$ cat src/common/sdbs_defs.svh
// Constants shared by both ends of the burst memory link.
`ifndef SDBS_DEFS_SVH
`define SDBS_DEFS_SVH
`define SDBS_AW 21
`define SDBS_DW 36
`define SDBS_BYTES 4
`define SDBS_BYTE_W 9
`define SDBS_MEM_AW 4
`define SDBS_MCLK_NS 40
`define SDBS_LINK_NS 320
`define SDBS_HALF ((`SDBS_LINK_NS / 2) / `SDBS_MCLK_NS)
`define SDBS_CNT_W 3
`define SDBS_CNT_RST 3'h4
`define SDBS_PT_ADDR 3'h6
`define SDBS_PT_BEAT1 3'h2
`define SDBS_LAT_LOOP 2'h2
`define SDBS_LAT_BYP 2'h1
`define SDBS_FIFO_DEPTH 4
`endif

$ cat src/common/sdbs_pkg.sv
// Types shared by both ends of the burst memory link.
`include "sdbs_defs.svh"
package sdbs_pkg;
  typedef struct packed {
    logic we;
    logic [`SDBS_AW-1:0] addr;
    logic [2*`SDBS_DW-1:0] wdata;
    logic [2*`SDBS_BYTES-1:0] wmask_n;
  } sdbs_req_t;

  typedef struct packed {
    logic [`SDBS_AW-1:0] addr;
    logic rsel_n;
    logic wsel_n;
    logic [`SDBS_DW-1:0] d;
    logic [`SDBS_BYTES-1:0] bws_n;
    logic lbs;
  } sdbs_lnk_in_t;

  typedef struct packed {
    sdbs_lnk_in_t in_m;
    sdbs_lnk_in_t in_s;
    logic k_m;
    logic k_s;
    logic k_d;
    logic kn_m;
    logic kn_s;
    logic kn_d;
    logic phase;
    logic [(1<<`SDBS_MEM_AW)-1:0][2*`SDBS_DW-1:0] mem;
    logic wp_vld;
    logic wbeat;
    logic [`SDBS_MEM_AW-1:0] wp_addr;
    logic [2*`SDBS_DW-1:0] wp_data;
    logic [2*`SDBS_BYTES-1:0] wp_mask;
    logic [2*`SDBS_DW-1:0] rbuf;
    logic [1:0] rcnt;
    logic [`SDBS_DW-1:0] q;
    logic [`SDBS_DW-1:0] qhi;
    logic beat1_due;
    logic vld;
    logic echo;
    logic echo_n;
  } sdbs_dev_st_t;

  typedef struct packed {
    logic [`SDBS_CNT_W-1:0] cnt;
    logic k;
    logic slot;
    logic lbs;
    logic [`SDBS_AW-1:0] addr;
    logic rsel_n;
    logic wsel_n;
    logic [`SDBS_DW-1:0] d;
    logic [`SDBS_BYTES-1:0] bws_n;
    logic [`SDBS_DW-1:0] d_hi;
    logic [`SDBS_BYTES-1:0] bws_hi;
    logic ec_m;
    logic ec_s;
    logic ec_d;
    logic ecn_m;
    logic ecn_s;
    logic ecn_d;
    logic v_m;
    logic v_s;
    logic [`SDBS_DW-1:0] q_m;
    logic [`SDBS_DW-1:0] q_s;
    logic [`SDBS_DW-1:0] rd_lo;
    logic [2*`SDBS_DW-1:0] rsp_data;
    logic rsp_valid;
  } sdbs_host_st_t;
endpackage : sdbs_pkg

$ cat src/common/sdbs_if.sv
// Link between the memory controller end and the burst memory end.
`timescale 1ns/1ps
`default_nettype none
`include "sdbs_defs.svh"
interface sdbs_if;
  logic k;
  logic k_n;
  logic [`SDBS_AW-1:0] addr;
  logic rd_sel_n;
  logic wr_sel_n;
  logic [`SDBS_DW-1:0] d;
  logic [`SDBS_BYTES-1:0] byte_write_select_n;
  logic loop_bypass_select;
  logic [`SDBS_DW-1:0] q;
  logic echo_clock;
  logic echo_clock_n;
  logic read_valid_flag;

  modport dev (
    input k, k_n, addr, rd_sel_n, wr_sel_n, d, byte_write_select_n, loop_bypass_select,
    output q, echo_clock, echo_clock_n, read_valid_flag
  );
  modport host (
    output k, k_n, addr, rd_sel_n, wr_sel_n, d, byte_write_select_n, loop_bypass_select,
    input q, echo_clock, echo_clock_n, read_valid_flag
  );
endinterface : sdbs_if
`default_nettype wire

$ cat src/rtl/sdbs_fifo.sv
// Small request FIFO with valid and ready on both sides.
`timescale 1ns/1ps
`default_nettype none
module sdbs_fifo #(
  parameter int WIDTH = 8,
  parameter int DEPTH = 4
) (
  // Clock and reset.
  input wire logic mclk,
  input wire logic srst,
  // Filling side.
  input wire logic in_valid,
  output logic in_ready,
  input wire logic [WIDTH-1:0] in_data,
  // Draining side.
  input wire logic out_ready,
  output logic out_valid,
  output logic [WIDTH-1:0] out_data
);
  localparam int AW = $clog2(DEPTH);

  typedef struct packed {
    logic [DEPTH-1:0][WIDTH-1:0] mem;
    logic [AW-1:0] wp;
    logic [AW-1:0] rp;
    logic [AW:0] cnt;
  } sdbs_fifo_st_t;

  sdbs_fifo_st_t r;
  sdbs_fifo_st_t n;
  logic push;
  logic pop;

  // Full and empty come straight from the occupancy count.
  assign in_ready = (r.cnt != (AW+1)'(DEPTH));
  assign out_valid = (r.cnt != '0);
  assign out_data = r.mem[r.rp];
  assign push = in_valid & in_ready;
  assign pop = out_valid & out_ready;

  // Pointers wrap naturally, so the depth must be a power of two.
  always_comb begin
    n = r;
    if (push) begin
      n.mem[r.wp] = in_data;
      n.wp = r.wp + 1'b1;
    end
    if (pop) begin
      n.rp = r.rp + 1'b1;
    end
    n.cnt = r.cnt + (AW+1)'(push) - (AW+1)'(pop);
  end

  // State register.
  always_ff @(posedge mclk) begin
    if (srst) begin
      r <= '0;
    end else begin
      r <= n;
    end
  end
endmodule : sdbs_fifo
`default_nettype wire

$ cat src/rtl/sdbs_host.sv
// Memory controller end: makes the link clock, issues bursts, collects reads.
`timescale 1ns/1ps
`default_nettype none
`include "sdbs_defs.svh"
module sdbs_host (
  // Clock and reset.
  input wire logic mclk,
  input wire logic srst,
  // Mode selection passed to the memory.
  input wire logic mode_loop,
  // Request port.
  input wire logic req_valid,
  output logic req_ready,
  input wire logic req_write,
  input wire logic [`SDBS_AW-1:0] req_addr,
  input wire logic [2*`SDBS_DW-1:0] req_wdata,
  input wire logic [2*`SDBS_BYTES-1:0] req_wmask_n,
  // Read answer port.
  output logic rsp_valid,
  output logic [2*`SDBS_DW-1:0] rsp_data,
  // Link to the memory.
  sdbs_if.host lnk
);
  sdbs_pkg::sdbs_host_st_t r;
  sdbs_pkg::sdbs_host_st_t n;
  sdbs_pkg::sdbs_req_t in_req;
  sdbs_pkg::sdbs_req_t head;
  logic head_valid;
  logic head_ready;
  logic e_rise;
  logic en_rise;

  assign in_req = '{we: req_write, addr: req_addr, wdata: req_wdata, wmask_n: req_wmask_n};

  // Queue absorbs requests while the link waits for the matching slot.
  sdbs_fifo #(
    .WIDTH($bits(sdbs_pkg::sdbs_req_t)),
    .DEPTH(`SDBS_FIFO_DEPTH)
  ) u_fifo (
    .mclk(mclk),
    .srst(srst),
    .in_valid(req_valid),
    .in_ready(req_ready),
    .in_data(in_req),
    .out_ready(head_ready),
    .out_valid(head_valid),
    .out_data(head)
  );

  // The head leaves only at setup time of a slot of its own kind.
  assign head_ready = (r.cnt == `SDBS_PT_ADDR) && (head.we == r.slot);
  assign e_rise = r.ec_s & ~r.ec_d;
  assign en_rise = r.ecn_s & ~r.ecn_d;

  // Link outputs come from the state register.
  assign lnk.k = r.k;
  assign lnk.k_n = ~r.k;
  assign lnk.addr = r.addr;
  assign lnk.rd_sel_n = r.rsel_n;
  assign lnk.wr_sel_n = r.wsel_n;
  assign lnk.d = r.d;
  assign lnk.byte_write_select_n = r.bws_n;
  assign lnk.loop_bypass_select = r.lbs;
  assign rsp_valid = r.rsp_valid;
  assign rsp_data = r.rsp_data;

  // Divider, issue sequencer and read capture.
  always_comb begin
    n = r;
    n.cnt = r.cnt + 1'b1;
    n.k = (n.cnt < `SDBS_CNT_W'(`SDBS_HALF));
    n.lbs = mode_loop;
    n.rsp_valid = 1'b0;
    // Outputs change one mclk before each link clock edge so they are steady around each clock rise.
    if (r.cnt == `SDBS_PT_ADDR) begin
      n.rsel_n = 1'b1;
      n.wsel_n = 1'b1;
      if (head_valid && head_ready) begin
        n.addr = head.addr;
        if (head.we) begin
          n.wsel_n = 1'b0;
          n.d = head.wdata[`SDBS_DW-1:0];
          n.bws_n = head.wmask_n[`SDBS_BYTES-1:0];
          n.d_hi = head.wdata[2*`SDBS_DW-1:`SDBS_DW];
          n.bws_hi = head.wmask_n[2*`SDBS_BYTES-1:`SDBS_BYTES];
        end else begin
          n.rsel_n = 1'b0;
        end
      end
    end
    if (r.cnt == `SDBS_PT_BEAT1) begin
      n.d = r.d_hi;
      n.bws_n = r.bws_hi;
      n.rsel_n = 1'b1;
      n.wsel_n = 1'b1;
      n.slot = ~r.slot;
    end
    // Returned signals pass two flops; the first stage feeds only the second.
    n.ec_m = lnk.echo_clock;
    n.ec_s = r.ec_m;
    n.ec_d = r.ec_s;
    n.ecn_m = lnk.echo_clock_n;
    n.ecn_s = r.ecn_m;
    n.ecn_d = r.ecn_s;
    n.v_m = lnk.read_valid_flag;
    n.v_s = r.v_m;
    n.q_m = lnk.q;
    n.q_s = r.q_m;
    if (e_rise && r.v_s) begin
      n.rd_lo = r.q_s;
    end
    if (en_rise && r.v_s) begin
      n.rsp_data = {r.q_s, r.rd_lo};
      n.rsp_valid = 1'b1;
    end
  end

  // State register; the divider starts in the low half so no early rise occurs.
  always_ff @(posedge mclk) begin
    if (srst) begin
      r <= '0;
      r.cnt <= `SDBS_CNT_RST;
      r.rsel_n <= 1'b1;
      r.wsel_n <= 1'b1;
      r.bws_n <= '1;
      r.bws_hi <= '1;
      // The complementary echo idles high, so no false rise is seen after reset.
      r.ecn_m <= 1'b1;
      r.ecn_s <= 1'b1;
      r.ecn_d <= 1'b1;
    end else begin
      r <= n;
    end
  end
endmodule : sdbs_host
`default_nettype wire

$ cat src/flat_wrapper.sv
// flat-port wrapper written by rule: the top's interface ports become plain ports
module sdbs_host_flat 
  (mclk, srst, mode_loop, req_valid, req_ready, req_write, req_addr, req_wdata, req_wmask_n, rsp_valid, rsp_data, lnk_k, lnk_k_n, lnk_addr, lnk_rd_sel_n, lnk_wr_sel_n, lnk_d, lnk_byte_write_select_n, lnk_loop_bypass_select, lnk_q, lnk_echo_clock, lnk_echo_clock_n, lnk_read_valid_flag);
  sdbs_if lnk_i ();
  input wire logic mclk;
  input wire logic srst;
  input wire logic mode_loop;
  input wire logic req_valid;
  output logic req_ready;
  input wire logic req_write;
  input wire logic [`SDBS_AW-1:0] req_addr;
  input wire logic [2*`SDBS_DW-1:0] req_wdata;
  input wire logic [2*`SDBS_BYTES-1:0] req_wmask_n;
  output logic rsp_valid;
  output logic [2*`SDBS_DW-1:0] rsp_data;
  output wire logic [$bits(lnk_i.k)-1:0] lnk_k;
  output wire logic [$bits(lnk_i.k_n)-1:0] lnk_k_n;
  output wire logic [$bits(lnk_i.addr)-1:0] lnk_addr;
  output wire logic [$bits(lnk_i.rd_sel_n)-1:0] lnk_rd_sel_n;
  output wire logic [$bits(lnk_i.wr_sel_n)-1:0] lnk_wr_sel_n;
  output wire logic [$bits(lnk_i.d)-1:0] lnk_d;
  output wire logic [$bits(lnk_i.byte_write_select_n)-1:0] lnk_byte_write_select_n;
  output wire logic [$bits(lnk_i.loop_bypass_select)-1:0] lnk_loop_bypass_select;
  input wire logic [$bits(lnk_i.q)-1:0] lnk_q;
  input wire logic [$bits(lnk_i.echo_clock)-1:0] lnk_echo_clock;
  input wire logic [$bits(lnk_i.echo_clock_n)-1:0] lnk_echo_clock_n;
  input wire logic [$bits(lnk_i.read_valid_flag)-1:0] lnk_read_valid_flag;
  assign lnk_k = lnk_i.k;
  assign lnk_k_n = lnk_i.k_n;
  assign lnk_addr = lnk_i.addr;
  assign lnk_rd_sel_n = lnk_i.rd_sel_n;
  assign lnk_wr_sel_n = lnk_i.wr_sel_n;
  assign lnk_d = lnk_i.d;
  assign lnk_byte_write_select_n = lnk_i.byte_write_select_n;
  assign lnk_loop_bypass_select = lnk_i.loop_bypass_select;
  assign lnk_i.q = lnk_q;
  assign lnk_i.echo_clock = lnk_echo_clock;
  assign lnk_i.echo_clock_n = lnk_echo_clock_n;
  assign lnk_i.read_valid_flag = lnk_read_valid_flag;
  sdbs_host u_core (.mclk(mclk), .srst(srst), .mode_loop(mode_loop), .req_valid(req_valid), .req_ready(req_ready), .req_write(req_write), .req_addr(req_addr), .req_wdata(req_wdata), .req_wmask_n(req_wmask_n), .rsp_valid(rsp_valid), .rsp_data(rsp_data), .lnk(lnk_i));
endmodule
$ cat config.mk
export PLATFORM = sky130hd
export DESIGN_NAME = sdbs_host_flat
export DESIGN_NICKNAME = d
export VERILOG_FILES = /design/src/common/sdbs_pkg.sv /design/src/common/sdbs_if.sv /design/src/rtl/sdbs_fifo.sv /design/src/rtl/sdbs_host.sv /design/src/flat_wrapper.sv
export VERILOG_INCLUDE_DIRS = /design/src /design/src/common
export SDC_FILE = /design/constraint.sdc
export NUM_CORES = 1
export LEC_CHECK = 0
export BUFFER_PORTS_ARGS = -buffer_cell sky130_fd_sc_hd__clkbuf_2
export CORE_AREA = 2 2 352 354
export CTS_BUF_LIST = sky130_fd_sc_hd__clkbuf_16
export DETAILED_ROUTE_END_ITERATION = 16
export DIE_AREA = 0 0 354 356
export PLACE_DENSITY = 0.4
export SYNTH_ARGS = -nofsm -noshare
export SYNTH_HDL_FRONTEND = slang
export SYNTH_HIERARCHICAL = 1
export SYNTH_SLANG_ARGS = --single-unit
$ cat constraint.sdc
create_clock -name mclk -period 3.1 [get_ports mclk]
set_input_delay 0.31 -clock mclk [delete_from_list [all_inputs] [get_ports mclk]]
set_output_delay 0.31 -clock mclk [all_outputs]
set_load 0.02 [all_outputs]
==> flow_summary.ini, run 1 <==
[status]
outcome = complete, no violations

[timing]
clock_skew_ps = 41.5
setup_viol = 0
slew_headroom_pct = 16.1
fin_crit_sh_pct = 90.8
whs_ps = 33.3
max_clock_freq_mhz = 355
fin_crit_ps = 2810
rsz0062_at_grt = no
hold_viol = 0
worst_pin_slew_ps = 1260
finalMaxSlewViolations = 0
setup-tns-final_ps = 0

[synthesis]
yosysSeqAreaShare_pct = 46.9
syn_nets = 3041
syn_inst = 2887
synth_top_cell_by_area = dfxtp_1
avgSynthCellArea_um2 = 10.5
netlist.area_leader.share_pct = 46.9
synth_cell_types = 50
netlist_area_um2 = 30400
synth_flop_cell = dfxtp_1
synth_common_cells = dfxtp_1 (713), nand2b_1 (553), mux2i_1 (429)
yosys-top-cells-area = dfxtp_1 (47%), mux2i_1 (14%), nand2b_1 (11%)
yosysWarnings = 6
yosysMostFrequentCell = dfxtp_1
synth-edff-count = 0
ys_ff_latch = 713
synthArstFlopShare_pct = 0

[critical_path]
start_kind = register
worstSetupPathType = register to register
crit_required_ps = 3630
worstPathMaxFanout = 4
crit_arrival_ps = 3350
cp-end-kind = register

[global_route]
use_met2_pct = 22.0
grtUsageMet3_pct = 2.09
grt-ovfl-total = 0
grt_antenna_before_repair = 2
first_global_vias = 20661
grt_max_degree = 108
grtUsageTotal_pct = 13.4
globalRoute.busiestLayer = met2
grt_pass1_wl_um = 131000
met1_usage_pct = 18.1

[route]
drt_first_pass_iters = 5
wire_per_inst_um = 18.1
drt-total-wl_um = 86300
drc = 0
ant_nets = 0
vias_per_cell = 4.24
drt_iter0_drc = 979
vias = 20264

[pwr]
powerDensity_nw_per_um2 = 646
vdd_drop_max_mv = 0.390
power.leakage_nw = 15.0
design_power_total_mw = 23.6

[floorplanning]
die_w_um = 354
io-pin-count = 285
die_area_um2 = 126000
start_util_pct = 24.8
dieHeight_um = 356
core_um2 = 123000
num_rows = 129

[final_layout]
instances_no_fill = 4776
fin_util_pct = 29.8
syn_to_final_growth_pct = 19.9
fin_nets = 3226
drive_gt1_share_pct = 19.3

[cts]
clk_latency_ps = 670
cts_buffers = 88
root_buffer = clkbuf_16
clk_pin_slew_worst_paths_ps = 60
cts_buffer_depth = 3
cts_max_level = 3
cts_tree = done
clock_sinks = 713
post_cts_resize_count = 0

[placement]
io_buffers = 284
dp_cells = 4505
place_hpwl_um = 53200
gp_congestion = 0.717

[min_path]
hold_path_class = input pin to register

[flow_run]
maxCapViolations = 0
==> logic make-up after synthesis <==
family,synth area share [%]
xor+xnor,0.201
mux,21.7
flops,46.9
fa+ha+maj,0.395
buf+inv,7.65
simple gates,17.9
compound gates,5.27
==> stage by stage <==
stage | worst slack (ps) | instance area [µm²]
after floorplan | 81.5 | 30400
after global placement | 248 | 32500
after detailed placement | 272 | 32500
after CTS | 251 | 36500
after global routing | 118 | 36500
final | 287 | 36500
==> cells in the final DEF, fill, tap and decap left out, types with 6 or more instances in the layout <==
cell type        n
mux2i_1        429
a2111oi_2       15
nor2b_1         81
o221a_2         10
xnor2_1          6
dlygate4sd3_1  114
a21oi_1        166
nand2_1        216
bufinv_16       10
ha_1             8
nor3_1          21
nand2b_1       553
nand3_1         38
inv_1           55
buf_12          24
buf_4           32
dfxtp_1        711
o21ai_0         37
clkinv_2         9
clkinv_1        13
nor2_1          43
clkbuf_16       89
mux4_2         102
o221a_1         10
clkbuf_2       283
==> what timing repair did <==
action	CTS	global route
setup buffers	0	0
endpoints found under the hold margin	318	0
endpoints found under the setup margin	0	0
hold buffers	114	0
==> layer usage <==
layer	part of all wire, %	vias up
li1	-	10003
met1	48	9783
met2	46	358
met3	3.6	120
met4	2.4	0
met5	0	-
==> path summary, 6_finish.rpt <==
check,from,endpoint,slack (ps),depth (start not counted)
setup / recovery,u_core/u_fifo/r[3],u_core/u_fifo/r[2],290,11
hold reg to reg,u_core/n[184],u_core/n[183],410,1
hold / removal,req_wdata[12],u_core/u_fifo/r[231],30,3
setup reg to reg,u_core/u_fifo/r[3],u_core/u_fifo/r[2],290,11
==> worst max-delay path: stages, from the launching register on <==
cell	delay [ps]
dfxtp_4	360
mux4_2	570
xnor2_1	160
and3_1	210
o31a_1	130
ha_1	290
inv_1	40
ha_1	180
fa_1	380
xnor2_1	180
xnor2_1	140
nor2_1	50
==> state kept, by name, indices dropped and copies added, names as in the netlist <==
register / count
u_core/rsp_valid: 1
u_core/r: 119
u_core/lnk.addr: 21
u_core/lnk.wr_sel_n: 1
u_core/u_fifo/r: 415
u_core/lnk.loop_bypass_select: 1
u_core/lnk.rd_sel_n: 1
u_core/rsp_data: 72
u_core/lnk.k: 1
u_core/lnk.byte_write_select_n: 4
u_core/n: 41
u_core/lnk.d: 36
==> cell type report <==
| type | instances | area (µm²) |
|---|---|---|
| fill | 12783 | 86200 |
| sequential | 713 | 14300 |
| multi-input combinational | 1784 | 13900 |
| timing repair buffer | 454 | 3290 |
| clock buffer | 89 | 2230 |
| tap | 1637 | 2050 |
| clock inverter | 66 | 636 |
| inverter | 31 | 116 |
| antenna | 2 | 5.00 |
==> power breakdown <==
group / total, mW / switching, mW / internal, mW
logic: 3.33 / 1.88 / 1.45
registers: 9.95 / 0.266 / 9.68
clock network: 10.3 / 4.24 / 6.05
total: 23.6 / 6.38 / 17.2
Power figures use the tool's default switching activity.
==> run 2, diff against run 1 <==
Settings changed: PLACE_DENSITY 0.4 to 0.38.
Clock period 3.1 ns to 2.5 ns, I/O delays scaled along.
==> run 2 against run 1 <==
Clock power is 17% higher. Cell area is 0.99% higher. Clock skew is 20 ps lower. Register-to-register slack worse by 450 ps. Largest power group is now registers. Sequential power is 24% higher. The run now ends with negative setup slack left.
==> flow_summary.ini, run 2 (synthesis results as in run 1) <==
[status]
outcome = finished, violations left
violations = negative setup slack

[final_layout]
mostFrequentLayoutCells = dfxtp_1 (711), nand2b_1 (553), mux2i_1 (429)
regMostFlops = u_core/u_fifo/r
syn_to_final_growth_pct = 21.1
final_common_cell = dfxtp_1
fin_nets = 3270
drive_gt1_share_pct = 20.3
largest_register_ffs = 415
final_area_um2 = 36900

[route]
drt-total-wl_um = 92400
drt_first_pass_iters = 5
wire_per_inst_um = 19.1
drt_iter0_drc = 967
vias_per_cell = 4.36
vias = 21052
drc = 0
ant_nets = 0

[critical_path]
cp-end-kind = register
crit_required_ps = 3030
start_kind = register
worstSetupPathType = register to register
crit_arrival_ps = 3200
worstPathMaxFanout = 2

[timing]
setup-tns-final_ps = -284
fin_ws_ps = -168
finalMaxSlewViolations = 0
hold_viol = 0
clock_skew_ps = 21.7
fin_crit_ps = 2670
worst_pin_slew_ps = 881
setup_viol = 2
whs_ps = 30.6
slew_headroom_pct = 41.1
max_clock_freq_mhz = 375
fin_crit_sh_pct = 107
rsz0062_at_grt = yes

[pwr]
design_power_total_mw = 28.9
power.leakage_nw = 15.2
vdd_drop_max_mv = 0.772
powerDensity_nw_per_um2 = 783

[placement]
io_buffers = 284
dpl_cell_area_um2 = 32900
gp_congestion = 0.735
place_hpwl_um = 58400
place_ws_ps = -202

[global_route]
grt_antenna_before_repair = 2
grtUsageTotal_pct = 14.5
grt-ovfl-total = 0
first_global_vias = 22440
grt_max_degree = 97
grt_pass1_wl_um = 141000

[cts]
cts_tree = done
cts_max_level = 3
clock_sinks = 713
cts_buffers = 88
clk_pin_slew_worst_paths_ps = 60
cts_buffer_depth = 3
clk_latency_ps = 650
root_buffer = clkbuf_16

[flow_run]
maxCapViolations = 0

[floorplanning]
die_w_um = 354
start_util_pct = 24.8
io-pin-count = 285
num_rows = 129
dieHeight_um = 356
core_um2 = 123000
die_area_um2 = 126000

[min_path]
hold_path_class = input pin to register
==> run 2: cell types whose count changed in the layout (fill, tap and decap cells not counted), moves of 3 or more <==
cell / delta
buf_4: +28
buf_12: +7
inv_1: -4
bufinv_16: -6
clkinv_1: +9
clkinvlp_4: +3
clkinv_2: +5
dlygate4sd3_1: +6
==> run 2: what timing repair did <==
| action | CTS | global route |
|---|---|---|
| endpoints found under the setup margin | 48 | 7 |
| gates resized for setup | 1 | 3 |
| hold endpoints to repair | 352 | 0 |
| setup buffers | 1 | 0 |
| pin swaps | 3 | 0 |
| gates cloned | 1 | 0 |
| hold buffers | 120 | 0 |
==> run 2: worst paths after layout <==
path / start / endpoint / slack [ps] / depth (start not counted)
hold / removal: req_wdata[67] / u_core/u_fifo/r[286] / 30 / 3
setup / recovery: u_core/u_fifo/r[3] / u_core/u_fifo/r[2] / -170 / 11
hold reg to reg: u_core/n[184] / u_core/n[183] / 410 / 1
setup reg to reg: u_core/u_fifo/r[3] / u_core/u_fifo/r[2] / -170 / 11
==> run 2: cell type report <==
class,count,area (µm²)
Tap cell,1637,2050
Timing Repair Buffer,498,3790
Antenna cell,2,5.00
Sequential cell,713,14300
Fill cell,12679,85800
Multi-Input combinational cell,1784,13900
Inverter,31,116
Clock inverter,69,423
Clock buffer,91,2280
==> run 2: layer usage <==
layer / global-route usage, % / routed length [µm]
met1: 18.5 / 41900
met2: 24.7 / 44100
met3: 2.43 / 3760
met4: 5.04 / 2640
met5: 0 / 0
==> run 2: stage by stage <==
stage          cells  util, %
6_report        4825     30.0
5_1_grt         4823     30.0
3_3_place_gp    4541     26.8
4_1_cts         4823     30.0
2_1_floorplan   2887        -
3_5_place_dp    4541     26.8
==> run 2: worst max-delay path: stages (launching register included) <==
cell	delay, ps
dfxtp_4	350
mux4_2	530
xnor2_2	170
and3_4	160
o31a_1	120
ha_1	300
inv_1	50
ha_2	170
fa_2	360
xnor2_2	150
xnor2_1	150
nor2_1	60
==> run 2: where the power goes <==
part	internal (mW)	total (mW)	switching (mW)	leakage (nW)
registers	12.0	12.3	0.323	5.79
clock network	6.97	12.1	5.10	1.40
logic	1.92	4.46	2.54	8.02
total	20.9	28.9	7.96	15.2
